==> config.mk <==
export PLATFORM = sky130hd
export DESIGN_NAME = anx_regs
export DESIGN_NICKNAME = d
export VERILOG_FILES = /design/src/anx_pkg.sv /design/src/anx_regs.sv /design/src/anx_lh_bit.sv /design/src/anx_irq.sv
export SDC_FILE = /design/constraint.sdc
export NUM_CORES = 1
export LEC_CHECK = 0
export ABC_AREA = 1
export BUFFER_PORTS_ARGS = -buffer_cell sky130_fd_sc_hd__buf_2
export CORE_ASPECT_RATIO = 0.5
export CORE_MARGIN = 10
export CORE_UTILIZATION = 50
export DETAILED_ROUTE_END_ITERATION = 8
export PLACE_DENSITY = 0.77
export SETUP_SLACK_MARGIN = 0.15
export SLEW_MARGIN = 20
export SYNTH_ARGS = -nofsm -noshare
export SYNTH_HDL_FRONTEND = slang
export SYNTH_SLANG_ARGS = --single-unit
export TNS_END_PERCENT = 100
==> constraint.sdc <==
create_clock -name clk_sys_i -period 1.08 [get_ports clk_sys_i]
set_input_delay 0.216 -clock clk_sys_i [delete_from_list [all_inputs] [get_ports clk_sys_i]]
set_output_delay 0.216 -clock clk_sys_i [all_outputs]
set_load 0.01 [all_outputs]
==> src/anx_pkg.sv <==
// Purpose: shared constants and carriers of the autoneg expansion regs
// Assumes: 16-bit registers addressed by their register index
// Notes:   interrupt register indices are local to this block
`default_nettype none
package anx_pkg;
  localparam int unsigned ADDR_W = 5;
  localparam int unsigned DATA_W = 16;
  localparam int unsigned IRQ_N  = 4;

  localparam logic [ADDR_W-1:0] IDX_EXP      = 5'h06;
  localparam logic [ADDR_W-1:0] IDX_NPTX     = 5'h07;
  localparam logic [ADDR_W-1:0] IDX_IRQ_STAT = 5'h10;
  localparam logic [ADDR_W-1:0] IDX_IRQ_EN   = 5'h11;
  localparam logic [ADDR_W-1:0] IDX_IRQ_CLR  = 5'h12;

  // expansion status bit positions
  localparam int unsigned EXP_LP_AN   = 0;
  localparam int unsigned EXP_PG_RX   = 1;
  localparam int unsigned EXP_NP_ABLE = 2;
  localparam int unsigned EXP_LP_NP   = 3;
  localparam int unsigned EXP_PD_FLT  = 4;
  localparam int unsigned EXP_NP_LOC  = 5;
  localparam int unsigned EXP_LOC_ABL = 6;

  // transmit next-page bit positions
  localparam int unsigned NPTX_NP     = 15;
  localparam int unsigned NPTX_MP     = 13;
  localparam int unsigned NPTX_ACK2   = 12;
  localparam int unsigned NPTX_TOG    = 11;
  localparam int unsigned NPTX_CODE_H = 10;
  localparam int unsigned CODE_W      = 11;

  localparam logic              NPTX_NP_RST   = 1'h0;
  localparam logic              NPTX_MP_RST   = 1'h1;
  localparam logic              NPTX_ACK2_RST = 1'h0;
  localparam logic              NPTX_TOG_RST  = 1'h0;
  localparam logic [CODE_W-1:0] NPTX_CODE_RST = 11'h001;
  localparam logic [DATA_W-1:0] DATA_ZERO     = 16'h0000;

  // interrupt status bit positions
  localparam int unsigned IRQ_PG_RX  = 0;
  localparam int unsigned IRQ_PD_FLT = 1;
  localparam int unsigned IRQ_LP_AN  = 2;
  localparam int unsigned IRQ_NP_TX  = 3;

  typedef struct packed {
    logic              wr;
    logic              rd;
    logic [ADDR_W-1:0] addr;
    logic [DATA_W-1:0] wdata;
  } anx_bus_req_t;

  typedef struct packed {
    logic              next_page;
    logic              msg_page;
    logic              ack2;
    logic              toggle;
    logic [CODE_W-1:0] code;
  } anx_np_tx_t;
endpackage : anx_pkg
`default_nettype wire

==> src/anx_regs.sv <==
// Purpose: expansion status and transmit next-page registers
// Assumes: negotiation engine inputs are on clk_sys_i, no sync needed
// Notes:   reads return data one cycle after the read strobe
//
// How it works
// - expansion bit 6 always reads one.
// - expansion bit 5 always reads one, next pages go to index 8.
// - expansion bit 4 latches high on a parallel detection fault.
// - expansion bit 3 shows partner next-page ability, reset zero.
// - expansion bit 2 always reads one for local next-page ability.
// - expansion bit 1 latches high when a new page arrives.
// - expansion bit 0 shows partner autoneg ability, reset zero.
// - transmit bit 15 is writable, resets to zero, flags more pages.
// - transmit bit 13 is writable, resets to one, selects message page.
// - transmit bit 12 is writable, resets to zero, acknowledge 2.
// - transmit bit 11 is read only, resets zero, inverts last toggle.
// - transmit bits 10 to 0 are writable and reset to the value 1 (11'h001).
//
// Chosen here: the plain strobed port.
`default_nettype none
module anx_regs
(
  input  wire logic                  clk_sys_i,        // system clock, 10 MHz
  input  wire logic                  rst_b_i,          // reset, active low
  input  wire logic                  ce_i,             // clock enable
  input  wire anx_pkg::anx_bus_req_t bus_i,            // register request
  output var  logic [15:0]           rdata_o,          // read data, next cycle
  input  wire logic                  lp_an_able_i,     // partner autoneg able
  input  wire logic                  lp_np_able_i,     // partner can next-page
  input  wire logic                  page_rx_i,        // new page pulse
  input  wire logic                  pd_fault_i,       // parallel fault pulse
  input  wire logic                  np_sent_i,        // next page sent pulse
  input  wire logic                  np_sent_toggle_i, // toggle of page sent
  output var  anx_pkg::anx_np_tx_t   np_tx_o,          // next page to send
  output logic                       irq_o             // interrupt level
);
  import anx_pkg::*;

  logic              lp_an_reg;
  logic              lp_np_reg;
  logic              pg_rx_q;
  logic              pd_flt_q;
  logic              np_reg;
  logic              mp_reg;
  logic              ack2_reg;
  logic              tog_reg;
  logic [CODE_W-1:0] code_reg;
  logic [DATA_W-1:0] exp_val;
  logic [DATA_W-1:0] nptx_val;
  logic [DATA_W-1:0] rdata_next;
  logic [IRQ_N-1:0]  irq_ev;
  logic [IRQ_N-1:0]  irq_stat;
  logic [IRQ_N-1:0]  irq_en;
  logic              rd_exp;
  logic              wr_nptx;
  logic              wr_en;
  logic              wr_clr;

  assign rd_exp  = bus_i.rd && (bus_i.addr == IDX_EXP);
  assign wr_nptx = bus_i.wr && (bus_i.addr == IDX_NPTX);
  assign wr_en   = bus_i.wr && (bus_i.addr == IDX_IRQ_EN);
  assign wr_clr  = bus_i.wr && (bus_i.addr == IDX_IRQ_CLR);

  // partner status is sampled into flops to give it a reset value
  always_ff @(posedge clk_sys_i or negedge rst_b_i)
  begin
    if (!rst_b_i)
    begin
      lp_an_reg <= 1'b0;
      lp_np_reg <= 1'b0;
    end
    else if (ce_i)
    begin
      lp_an_reg <= lp_an_able_i;
      lp_np_reg <= lp_np_able_i;
    end
  end

  // latched-high bits; the read that returns them also clears them
  anx_lh_bit u_pg_rx
  (
    .clk_sys_i (clk_sys_i),
    .rst_b_i   (rst_b_i),
    .ce_i      (ce_i),
    .set_i     (page_rx_i),
    .clr_i     (rd_exp),
    .q_o       (pg_rx_q)
  );

  anx_lh_bit u_pd_flt
  (
    .clk_sys_i (clk_sys_i),
    .rst_b_i   (rst_b_i),
    .ce_i      (ce_i),
    .set_i     (pd_fault_i),
    .clr_i     (rd_exp),
    .q_o       (pd_flt_q)
  );

  always_comb
  begin
    exp_val              = DATA_ZERO;
    exp_val[EXP_LOC_ABL] = 1'b1;
    exp_val[EXP_NP_LOC]  = 1'b1;
    exp_val[EXP_PD_FLT]  = pd_flt_q;
    exp_val[EXP_LP_NP]   = lp_np_reg;
    exp_val[EXP_NP_ABLE] = 1'b1;
    exp_val[EXP_PG_RX]   = pg_rx_q;
    exp_val[EXP_LP_AN]   = lp_an_reg;
  end

  // transmit next-page control fields
  always_ff @(posedge clk_sys_i or negedge rst_b_i)
  begin
    if (!rst_b_i)
    begin
      np_reg   <= NPTX_NP_RST;
      mp_reg   <= NPTX_MP_RST;
      ack2_reg <= NPTX_ACK2_RST;
      code_reg <= NPTX_CODE_RST;
    end
    else if (ce_i && wr_nptx)
    begin
      np_reg   <= bus_i.wdata[NPTX_NP];
      mp_reg   <= bus_i.wdata[NPTX_MP];
      ack2_reg <= bus_i.wdata[NPTX_ACK2];
      code_reg <= bus_i.wdata[NPTX_CODE_H:0];
    end
  end

  // toggle is owned by the engine; writes to bit 11 are dropped
  always_ff @(posedge clk_sys_i or negedge rst_b_i)
  begin
    if (!rst_b_i)
      tog_reg <= NPTX_TOG_RST;
    else if (ce_i && np_sent_i)
      tog_reg <= ~np_sent_toggle_i;
  end

  always_comb
  begin
    nptx_val                 = DATA_ZERO;
    nptx_val[NPTX_NP]        = np_reg;
    nptx_val[NPTX_MP]        = mp_reg;
    nptx_val[NPTX_ACK2]      = ack2_reg;
    nptx_val[NPTX_TOG]       = tog_reg;
    nptx_val[NPTX_CODE_H:0]  = code_reg;
  end

  assign np_tx_o.next_page = np_reg;
  assign np_tx_o.msg_page  = mp_reg;
  assign np_tx_o.ack2      = ack2_reg;
  assign np_tx_o.toggle    = tog_reg;
  assign np_tx_o.code      = code_reg;

  // interrupt events: latched-bit sources, partner arrival and next page sent
  always_comb
  begin
    irq_ev             = '0;
    irq_ev[IRQ_PG_RX]  = page_rx_i;
    irq_ev[IRQ_PD_FLT] = pd_fault_i;
    irq_ev[IRQ_LP_AN]  = lp_an_able_i & ~lp_an_reg;
    irq_ev[IRQ_NP_TX]  = np_sent_i;
  end

  anx_irq #(
    .N (IRQ_N)
  ) u_irq
  (
    .clk_sys_i (clk_sys_i),
    .rst_b_i   (rst_b_i),
    .ce_i      (ce_i),
    .ev_i      (irq_ev),
    .en_wr_i   (wr_en),
    .clr_wr_i  (wr_clr),
    .wdata_i   (bus_i.wdata[IRQ_N-1:0]),
    .stat_o    (irq_stat),
    .en_o      (irq_en),
    .irq_o     (irq_o)
  );

  // read mux; unmapped and write-only indices return zero
  always_comb
  begin
    rdata_next = DATA_ZERO;
    case (bus_i.addr)
      IDX_EXP:      rdata_next = exp_val;
      IDX_NPTX:     rdata_next = nptx_val;
      IDX_IRQ_STAT: rdata_next[IRQ_N-1:0] = irq_stat;
      IDX_IRQ_EN:   rdata_next[IRQ_N-1:0] = irq_en;
      default:      rdata_next = DATA_ZERO;
    endcase
  end

  // data holds until the next read so a slow sampler stays safe
  always_ff @(posedge clk_sys_i or negedge rst_b_i)
  begin
    if (!rst_b_i)
      rdata_o <= DATA_ZERO;
    else if (ce_i && bus_i.rd)
      rdata_o <= rdata_next;
  end
endmodule : anx_regs
`default_nettype wire

==> src/anx_lh_bit.sv <==
// Purpose: one latched-high status bit
// Assumes: set and clear are single-cycle terms on clk_sys_i
// Notes:   a set in the clearing cycle wins so no event is lost
`default_nettype none
module anx_lh_bit
(
  input  wire logic clk_sys_i, // system clock
  input  wire logic rst_b_i,   // async reset, active low
  input  wire logic ce_i,      // clock enable
  input  wire logic set_i,     // event seen
  input  wire logic clr_i,     // clear request
  output var  logic q_o        // latched state
);
  always_ff @(posedge clk_sys_i or negedge rst_b_i)
  begin
    if (!rst_b_i)
      q_o <= 1'b0;
    else if (ce_i)
      q_o <= set_i | (q_o & ~clr_i);
  end
endmodule : anx_lh_bit
`default_nettype wire

==> src/anx_irq.sv <==
// Purpose: sticky interrupt status, enable and write-one-clear
// Assumes: events are one-cycle pulses on clk_sys_i
// Notes:   irq_o is a level, high while an enabled status bit is set
`default_nettype none
module anx_irq
#(
  parameter int unsigned N = anx_pkg::IRQ_N
)
(
  input  wire logic         clk_sys_i, // system clock
  input  wire logic         rst_b_i,   // async reset, active low
  input  wire logic         ce_i,      // clock enable
  input  wire logic [N-1:0] ev_i,      // event pulses
  input  wire logic         en_wr_i,   // enable register write
  input  wire logic         clr_wr_i,  // clear register write
  input  wire logic [N-1:0] wdata_i,   // write data
  output var  logic [N-1:0] stat_o,    // sticky status
  output var  logic [N-1:0] en_o,      // enable register
  output logic              irq_o      // interrupt level
);
  import anx_pkg::*;

  for (genvar i = 0; i < N; i++)
  begin : g_bit
    always_ff @(posedge clk_sys_i or negedge rst_b_i)
    begin
      if (!rst_b_i)
        stat_o[i] <= 1'b0;
      else if (ce_i)
        stat_o[i] <= ev_i[i] | (stat_o[i] & ~(clr_wr_i & wdata_i[i]));
    end

    always_ff @(posedge clk_sys_i or negedge rst_b_i)
    begin
      if (!rst_b_i)
        en_o[i] <= 1'b0;
      else if (ce_i && en_wr_i)
        en_o[i] <= wdata_i[i];
    end
  end

  assign irq_o = |(stat_o & en_o);
endmodule : anx_irq
`default_nettype wire

Word-level counts from Yosys, hierarchy flattened. Index checks and enable logic that the tools add are counted.

Bits in registers: 43. Bits of input ports: 32. Output and inout bits: 32.

Equality and inequality tests: 5. Multiplexer cells: 2. Bitwise gates (word level): 25. Reductions and logical operators: 9.

Operators with widths (count): one-hot mux 12 bit (2 select lines) (1); one-hot mux 4 bit (4 select lines) (1); equality test 5 bit (second input constant) (3); AND 1 bit (11); equality test 5 x 3 -> 1 bit (second input constant) (2); logical AND 1 bit (8); NOT 1 bit (7); bitwise OR 1 bit (6); AND 4 bit (1); OR reduction 4 bit (1).

Depth between registers and ports, before layout. Gate-level depths: netlist of the first run.

Word-level depth: 6. Depth in mapped cells: 7. Mapped depth without buffers: 7.

Modules after synthesis. Synthesis of the first run repeated with hierarchy kept, for this count alone.

Cells, all modules: 239. Area, all modules: 2114.5 um^2.

By module, submodules not included: anx_regs (instances 1, cells each 182, area an instance 1670.4 um^2, sequential area each 803.3 um^2); anx_irq (instances 1, cells each 47, area an instance 364.1 um^2, sequential area each 200.2 um^2); anx_lh_bit (instances 2, cells each 5, area an instance 40.0 um^2, sequential area each 25.0 um^2).

Worst setup path after synthesis of the first run. OpenSTA, ideal clock, no wires.

Kind: input -> register. From: in bus_i[20] in the netlist's numbering. To: reg ack2_reg. Arrival: 881 ps. Data required time: 962 ps. Slack: 81 ps. Stages: 7. Path buffers: 1. Cell sequence: inv_2 nand3_4 nor2_8 nand2_4 buf_6 nor2_2 a21oi_2.

Cells in the longest elaborated chain, start to end: 3.

Ends and longest elaborated chain: start: declaration (RTL line anx_regs.sv:26) `input wire anx_pkg::anx_bus_req_t bus_i,`; equality test 5 x 3 -> 1 bit (RTL line anx_regs.sv:60) `assign wr_nptx = bus_i.wr && (bus_i.addr == IDX_NPTX);`; logical AND 1 bit (RTL line anx_regs.sv:60); logical AND 1 bit (RTL line anx_regs.sv:122) `else if (ce_i && wr_nptx)`; end signal: assignment (RTL line anx_regs.sv:126) `ack2_reg <= bus_i.wdata[NPTX_ACK2];`; end: declaration (RTL line anx_regs.sv:45) `logic ack2_reg;`.

Every way passes these cells. A chain may end at the register's enable or synchronous reset.

Worst setup path after layout of the first run.
From: reg u_irq.stat_o[3]. To: out irq_o.

Cells in the longest elaborated chain, start to end: 2.

Ends and longest elaborated chain: start: declaration (RTL line anx_irq.sv:17) `output var logic [N-1:0] stat_o,`; start signal: indexed assignment (RTL line anx_irq.sv:30) `stat_o[i] <= ev_i[i] | (stat_o[i] & ~(clr_wr_i & wdata_i[i]));`; AND 4 bit (RTL line anx_irq.sv:42) `assign irq_o = |(stat_o & en_o);`; OR reduction 4 bit (RTL line anx_irq.sv:42); end: declaration (RTL line anx_regs.sv:35) `output logic irq_o`.

Every way passes these cells.

==> reports/metrics.cfg, run 1 <==
[drt]
drc = 0
drtPass1Iterations = 4
vias_per_cell = 5.34
via_count = 2008
drt_iter0_drc = 168
wl_per_cell_um = 17.6
drt.antenna.violating_nets = 0
wl_um = 6620

[cells_and_area]
finalInstanceArea_mm2 = 0.00298
n_antenna_cell = 0
syn_to_final_growth_pct = 54.3
drive_gt1_share_pct = 48.6
final_common_cell = nand2_1
largest_register_ffs = 15
stdcell_count = 376
final_cell_mix = nand2_1 (62), buf_2 (49), buf_4 (43)
nets = 356
fin_util_pct = 83.5

[floorplanning]
io_pins = 64
dieWidth_um = 108
core_area_mm2 = 0.00357
die_area_mm2 = 0.00690
rows = 15
initial_core_util_pct = 54.1
die_h_um = 63.9

[placement]
place_congestion = 0.827
placement.cell_area_mm2 = 0.00238
post-place-cells = 327
io_buffers = 60
place_hpwl_um = 3890

[critical_path]
crit_family = flip-flops
cp-start-kind = flop
crit_chain = nand2_1, nand4_1, buf_2
slowest_delay_ps = 400
cp_max_fo = 2
slowest_stage = dfrtp_1
worstSetupEndpointType = primary output
cp.arrival_ps = 1050
worstSetupPathType = reg -> out
cp_num_buf_inv = 1
crit_required_ps = 860

[global_route]
antenna_found_initial = 0
gr-usage-all-layers_pct = 16.9
grt_pass1_vias = 1934
grt_pass1_wl_um = 9270
grt_max_degree = 43
grt_overflow = 0

[pwr]
swShare_pct = 26.9
leakagePower_uw = 0.00165
p_sw_uw = 1120
ir_drop_uv = 902
power_density_mw_per_mm2 = 1400
p_clk_share_pct = 36.7
sequentialPowerShare_pct = 42.7
p_int_uw = 3040
pwr-share-comb_pct = 20.6

[timing]
setup_tns_ps = -488
timing.final.hold_violations = 0
setup_slack_ps = -190
fin_crit_sh_pct = 118
fmax_mhz = 787
slew_violations = 0
setup_viol = 6
rsz0062_at_grt = true
period_needed_ps = 1270
skew_ps = 13.5

[synth]
synthCells = 211
synthSimpleGateAreaFrac_pct = 27.6
synth_top_family_by_area = simple AND/OR/NAND/NOR gates
synth_nets = 243
yosys.area_share.adder_pct = 0
synthesis.area_mm2 = 0.00193
synth-xor-area-share_pct = 0
yosysSeqAreaShare_pct = 54.6
synthMuxAreaShare_pct = 0
synth_compound_area_share_pct = 11.0
synth_cell_types = 25
synth.avg_cell_area_um2 = 9.15
synth-seq-cells = 42
yosysWarnings = 0

[clocking]
cts.sinks = 42
worstSkewPairLatency_ps = 310
clkSlewWorstSetupHoldPaths_ps = 90
cts_buffers = 5
htree_levels = 2
cts-root-buf = clkbuf_8
cts_tree = yes
clockBufferDepth = 2

[run_status]
violations = negative setup slack
status = finished with violations

[worst_hold_path]
hold_path_class = in -> reg

[flow_run]
drv_cap = 0

## Yosys cell counts
| cell type | number | area share [%] |
|---|---|---|
| nand3_1 | 17 | 4.4 |
| nand3_4 | 1 | 0.91 |
| nor2_1 | 6 | 1.2 |
| buf_4 | 5 | 1.9 |
| nand2_1 | 69 | 13 |
| dfrtp_1 | 40 | 52 |
| inv_2 | 3 | 0.58 |
| nand3_2 | 1 | 0.52 |
| buf_6 | 2 | 1.2 |
| nor3_4 | 2 | 1.7 |
| o21ai_1 | 3 | 0.78 |
| dfstp_2 | 2 | 2.7 |
| inv_1 | 14 | 2.7 |
| o21ai_0 | 17 | 4.4 |
| clkbuf_1 | 1 | 0.19 |
| nor2_8 | 1 | 1.0 |
| nor2_2 | 3 | 0.97 |
| o21ai_2 | 4 | 1.8 |
| nand2_4 | 1 | 0.58 |
| nand4_1 | 7 | 2.3 |
| a21oi_2 | 3 | 1.4 |
| conb_1 | 1 | 0.19 |
| a22o_1 | 5 | 2.3 |
| nand2_2 | 2 | 0.65 |
| o211ai_1 | 1 | 0.39 |
## cell families after synthesis
kind of cell,after synthesis
buf+inv,25
compound gates,33
other cells,1
simple gates,110
flops,42
## final cells by class
cell class	instances	area, µm²
multi-input cells	144	813
clock inverters	3	68.8
clock buffers	5	68.8
fillers	215	587
repair buffers	114	828
flip-flops and latches	42	1050
well taps	51	63.8
inverters	17	82.6
## per-layer routing
layer / global-route usage [%] / up-vias / share of wire (%)
li1: - / 917 / -
met1: 19.3 / 958 / 38
met2: 30.0 / 111 / 51
met3: 3.70 / 22 / 7.9
met4: 6.95 / 0 / 2.7
met5: 0 / - / 0
## through the flow
stage	total power, µW	hold slack [ps]	setup slack, ps
6_report	4160	87.0	-190
5_1_grt	4330	82.8	-234
4_1_cts	4020	91.4	-168
3_5_place_dp	2360	202	-162
3_3_place_gp	2340	201	-108
2_1_floorplan	2080	-79.6	106
## power groups by stage
| stage | sequential, µW | combinational, µW | clock [µW] |
|---|---|---|---|
| floorplan | 1830 | 253 | 0 |
| global placement | 1810 | 528 | 0 |
| detailed placement | 1810 | 545 | 0 |
| CTS | 1760 | 741 | 1520 |
| global route | 1790 | 913 | 1630 |
| finish | 1780 | 857 | 1530 |
## path summary, 6_finish.rpt
kind	startpoint	end	slack (ps)	cells past startpoint
min in group asynchronous	rst_b_i	code_reg[1]	420	3
hold / removal	np_sent_toggle_i	tog_reg	90	2
max in group asynchronous	rst_b_i	mp_reg	380	3
hold reg to reg	rdata_o[0]	rdata_o[0]	490	2
setup reg to reg	u_irq.en_o[1]	rdata_o[1]	-60	6
setup / recovery	u_irq.stat_o[3]	irq_o	-190	3
## what timing repair did
item                                    CTS  global route
endpoints found under the setup margin   34            45
hold buffers                              1             0
gates cloned                              0             0
gates resized for setup                  10            29
pin swaps                                 9            16
endpoints found under the hold margin    40             0
setup buffers                            30            10
Note: power is estimated with default switching activity, not from simulation.
==> run 2: changes to the inputs <==
--- a/config.mk
+++ b/config.mk
@@ -5,14 +5,14 @@
 export SDC_FILE = /design/constraint.sdc
 export NUM_CORES = 1
 export LEC_CHECK = 0
-export ABC_AREA = 1
+export ABC_AREA = 0
 export BUFFER_PORTS_ARGS = -buffer_cell sky130_fd_sc_hd__buf_2
 export CORE_ASPECT_RATIO = 0.5
 export CORE_MARGIN = 10
-export CORE_UTILIZATION = 50
+export CORE_UTILIZATION = 49
 export DETAILED_ROUTE_END_ITERATION = 8
-export PLACE_DENSITY = 0.77
-export SETUP_SLACK_MARGIN = 0.15
+export PLACE_DENSITY = 0.76
+export SETUP_SLACK_MARGIN = 0.2
 export SLEW_MARGIN = 20
 export SYNTH_ARGS = -nofsm -noshare
 export SYNTH_HDL_FRONTEND = slang
==> run 2 against run 1 <==
Effect of this change: the flow still finishes with violations (negative setup slack); clock power down 27%; sequential share of layout area down 4.3 points; via count up 7.5%; critical path depth unchanged; critical endpoint unchanged; synthesized area down 2.6%; final area up 14%; highest routed layer unchanged; worst setup slack worse by 130 ps; first-iteration DRC count up 71%; largest power group unchanged; register-to-register slack worse by 180 ps; fmax down 9.6%; sequential power about the same.
==> reports/metrics.cfg, run 2 <==
[pwr]
power_density_mw_per_mm2 = 1170  ; was 1400 mW/mm²
leakagePower_uw = 0.00172  ; was 0.00165 µW
ir_drop_uv = 1090  ; was 902 µV

[timing]
period_needed_ps = 1400  ; was 1270 ps
rsz0062_at_grt = true  ; unchanged
fin_crit_sh_pct = 130  ; was 118%
fmax_mhz = 712  ; was 787 MHz
slew_violations = 0  ; unchanged
setup_viol = 43  ; was 6
timing.final.hold_violations = 0  ; unchanged
setup_slack_ps = -325  ; was -190 ps
skew_ps = 16.1  ; was 13.5 ps

[synth]
yosys.area.top_type = dfrtp_1  ; unchanged
yosysWarnings = 0  ; unchanged
synth_top_flop_cell = dfrtp_1  ; unchanged
synth.avg_cell_area_um2 = 11.7  ; was 9.15 µm²
synth_top_family_by_area = compound AO/OA/AOI/OAI gates  ; was simple AND/OR/NAND/NOR gates
synth-xor-area-share_pct = 0  ; unchanged
async_reset_ff_share_pct = 100  ; unchanged
synth_nets = 193  ; was 243
yosys.area_share.adder_pct = 0  ; unchanged
synth-edff-count = 0  ; unchanged
synthTopCellsByArea = dfrtp_1 (53%), mux2_2 (11%), nand2_1 (5.4%)  ; was dfrtp_1 (52%), nand2_1 (13%), nand3_1 (4.4%)
synth-seq-cells = 42  ; unchanged
synthesis.area_mm2 = 0.00188  ; was 0.00193 mm²
synthMuxAreaShare_pct = 11.9  ; was 0%
yosysSeqAreaShare_pct = 56.0  ; was 54.6%
yosysTopAreaCellShare_pct = 53.2  ; was 51.8%
synthCells = 161  ; was 211
synth_compound_area_share_pct = 14.4  ; was 11.0%
ys_top_cells_by_count = dfrtp_1 (40), nand2_1 (27), mux2_2 (18)  ; was nand2_1 (69), dfrtp_1 (40), nand3_1 (17), o21ai_0 (17), inv_1 (14)
yosysMostFrequentCell = dfrtp_1  ; was nand2_1
synthSimpleGateAreaFrac_pct = 12.4  ; was 27.6%
synth_cell_types = 33  ; was 25

[floorplanning]
die_area_mm2 = 0.00687  ; was 0.00690 mm²
io_pins = 64  ; unchanged
initial_core_util_pct = 52.7  ; was 54.1%
dieWidth_um = 108  ; about the same
core_area_mm2 = 0.00357  ; unchanged
rows = 15  ; unchanged
die_h_um = 63.8  ; was 63.9 µm

[clocking]
clockBufferDepth = 2  ; unchanged
clkSlewWorstSetupHoldPaths_ps = 90  ; about the same
cts.sinks = 42  ; unchanged
cts_tree = yes  ; unchanged
worstSkewPairLatency_ps = 310  ; about the same
htree_levels = 2  ; unchanged
cts-root-buf = clkbuf_8  ; unchanged
cts_buffers = 5  ; unchanged

[cells_and_area]
final_common_cell = buf_4  ; was nand2_1
drive_gt1_share_pct = 72.1  ; was 48.6%
finalInstanceArea_mm2 = 0.00339  ; was 0.00298 mm²
nets = 321  ; was 356
syn_to_final_growth_pct = 80.4  ; was 54.3%
fillers = 92  ; was 215
largest_register_ffs = 15  ; unchanged
fin_util_pct = 95.2  ; was 83.5%
final_cell_mix = buf_4 (57), dfrtp_1 (40), buf_2 (40)  ; was nand2_1 (62), buf_2 (49), buf_4 (43)

[critical_path]
cp-start-kind = flop  ; unchanged
cp_max_fo = 3  ; was 2
rrSetupSlack_ps = -240  ; was -60 ps
crit_required_ps = 860  ; about the same
cp.arrival_ps = 1190  ; was 1050 ps
worstSetupPathType = reg -> out  ; unchanged
worstSetupEndpointType = primary output  ; unchanged

[flow_run]
drv_cap = 0  ; unchanged

[worst_hold_path]
hold_path_class = in -> reg  ; unchanged

[drt]
wl_um = 9540  ; was 6620 µm
drc = 0  ; unchanged
drt_iter0_drc = 287  ; was 168
wl_per_cell_um = 27.8  ; was 17.6 µm
vias_per_cell = 6.29  ; was 5.34
drtPass1Iterations = 8  ; was 4
via_count = 2159  ; was 2008
drt.antenna.violating_nets = 0  ; unchanged

[run_status]
violations = negative setup slack  ; unchanged
status = finished with violations  ; unchanged

[placement]
placement.cell_area_mm2 = 0.00243  ; was 0.00238 mm²
io_buffers = 60  ; unchanged
place_congestion = 0.812  ; was 0.827
place_hpwl_um = 3920  ; was 3890 µm

[global_route]
grt_overflow = 0  ; unchanged
grt_pass1_vias = 1989  ; was 1934
gr-usage-all-layers_pct = 20.6  ; was 16.9%
grt_pass1_wl_um = 11000  ; was 9270 µm
grt_max_degree = 43  ; unchanged
antenna_found_initial = 2  ; was 0

==> run 2: layer usage <==
layer / global-route usage [%] / vias to the layer above / wire, µm
met3: 6.40 / 63 / 1050
met2: 34.9 / 208 / 4560
met5: 0 / - / 0
met1: 22.9 / 1050 / 3340
li1: - / 838 / -
met4: 11.3 / 0 / 589
==> run 2: worst paths after layout <==
kind                                      end  cells after the start        startpoint
worst max-delay path                    irq_o                      3     u_irq.en_o[2]
worst min-delay path                  tog_reg                      2  np_sent_toggle_i
worst max register to register     rdata_o[0]                      3     u_irq.en_o[0]
worst min register to register      lp_np_reg                      1         lp_np_reg
max in group asynchronous              mp_reg                      3           rst_b_i
min in group asynchronous       u_irq.en_o[1]                      3           rst_b_i
==> run 2: final cells by class <==
class                      count  area, µm²  share of cell area [%]
clock inverter                 3       23.8                   0.701
clock buffer                   5       68.8                    2.03
sequential                    42       1050                    31.0
timing repair buffer         134       1130                    33.4
tap                           51       63.8                    1.88
multi-input combinational    104       1040                    30.6
antenna                        2       5.00                   0.147
inverter                       2       7.51                   0.221
==> run 2: stage by stage <==
stage | setup WS (ps) | instances | setup TNS, ps | total power [µW] | hold WS (ps)
detailed placement | -447 | 283 | -11810 | 2360 | 203
global route | -344 | 343 | -6740 | 4060 | 112
floorplan | -334 | 161 | -5400 | 2060 | -79.6
CTS | -226 | 325 | -3190 | 3640 | 100
finish | -325 | 343 | -5570 | 3960 | 101
global placement | -388 | 283 | -10260 | 2340 | 199
==> run 2: worst max-delay path, cell delays in order (launching register included) <==
cell and delay, ps:
dfrtp_1 430, a22oi_1 240, nand2_1 80, buf_2 140
==> run 2: repair_timing <==
| item | CTS | global route |
|---|---|---|
| setup endpoints to repair | 63 | 71 |
| hold buffers | 1 | 0 |
| buffers inserted | 32 | 15 |
| gates resized for setup | 70 | 42 |
| cloned | 1 | 1 |
| hold endpoints to repair | 40 | 0 |
| pin swaps | 26 | 17 |
==> run 2: kinds of logic (layout without fill, tap and decap cells) <==
group,Yosys count,after routing
AOI/OAI and AO/OA,41,41
buffers and inverters,15,144
DFF,42,42
muxes,20,20
other,1,3
and+or+nand+nor,42,42
==> run 2: power by group <==
group | internal [µW] | switching, µW | leakage, µW | total (µW)
sequential | 1690 | 116 | 0.000530 | 1810
clock | 464 | 645 | 0.0000408 | 1110
combinational | 570 | 476 | 0.00115 | 1050
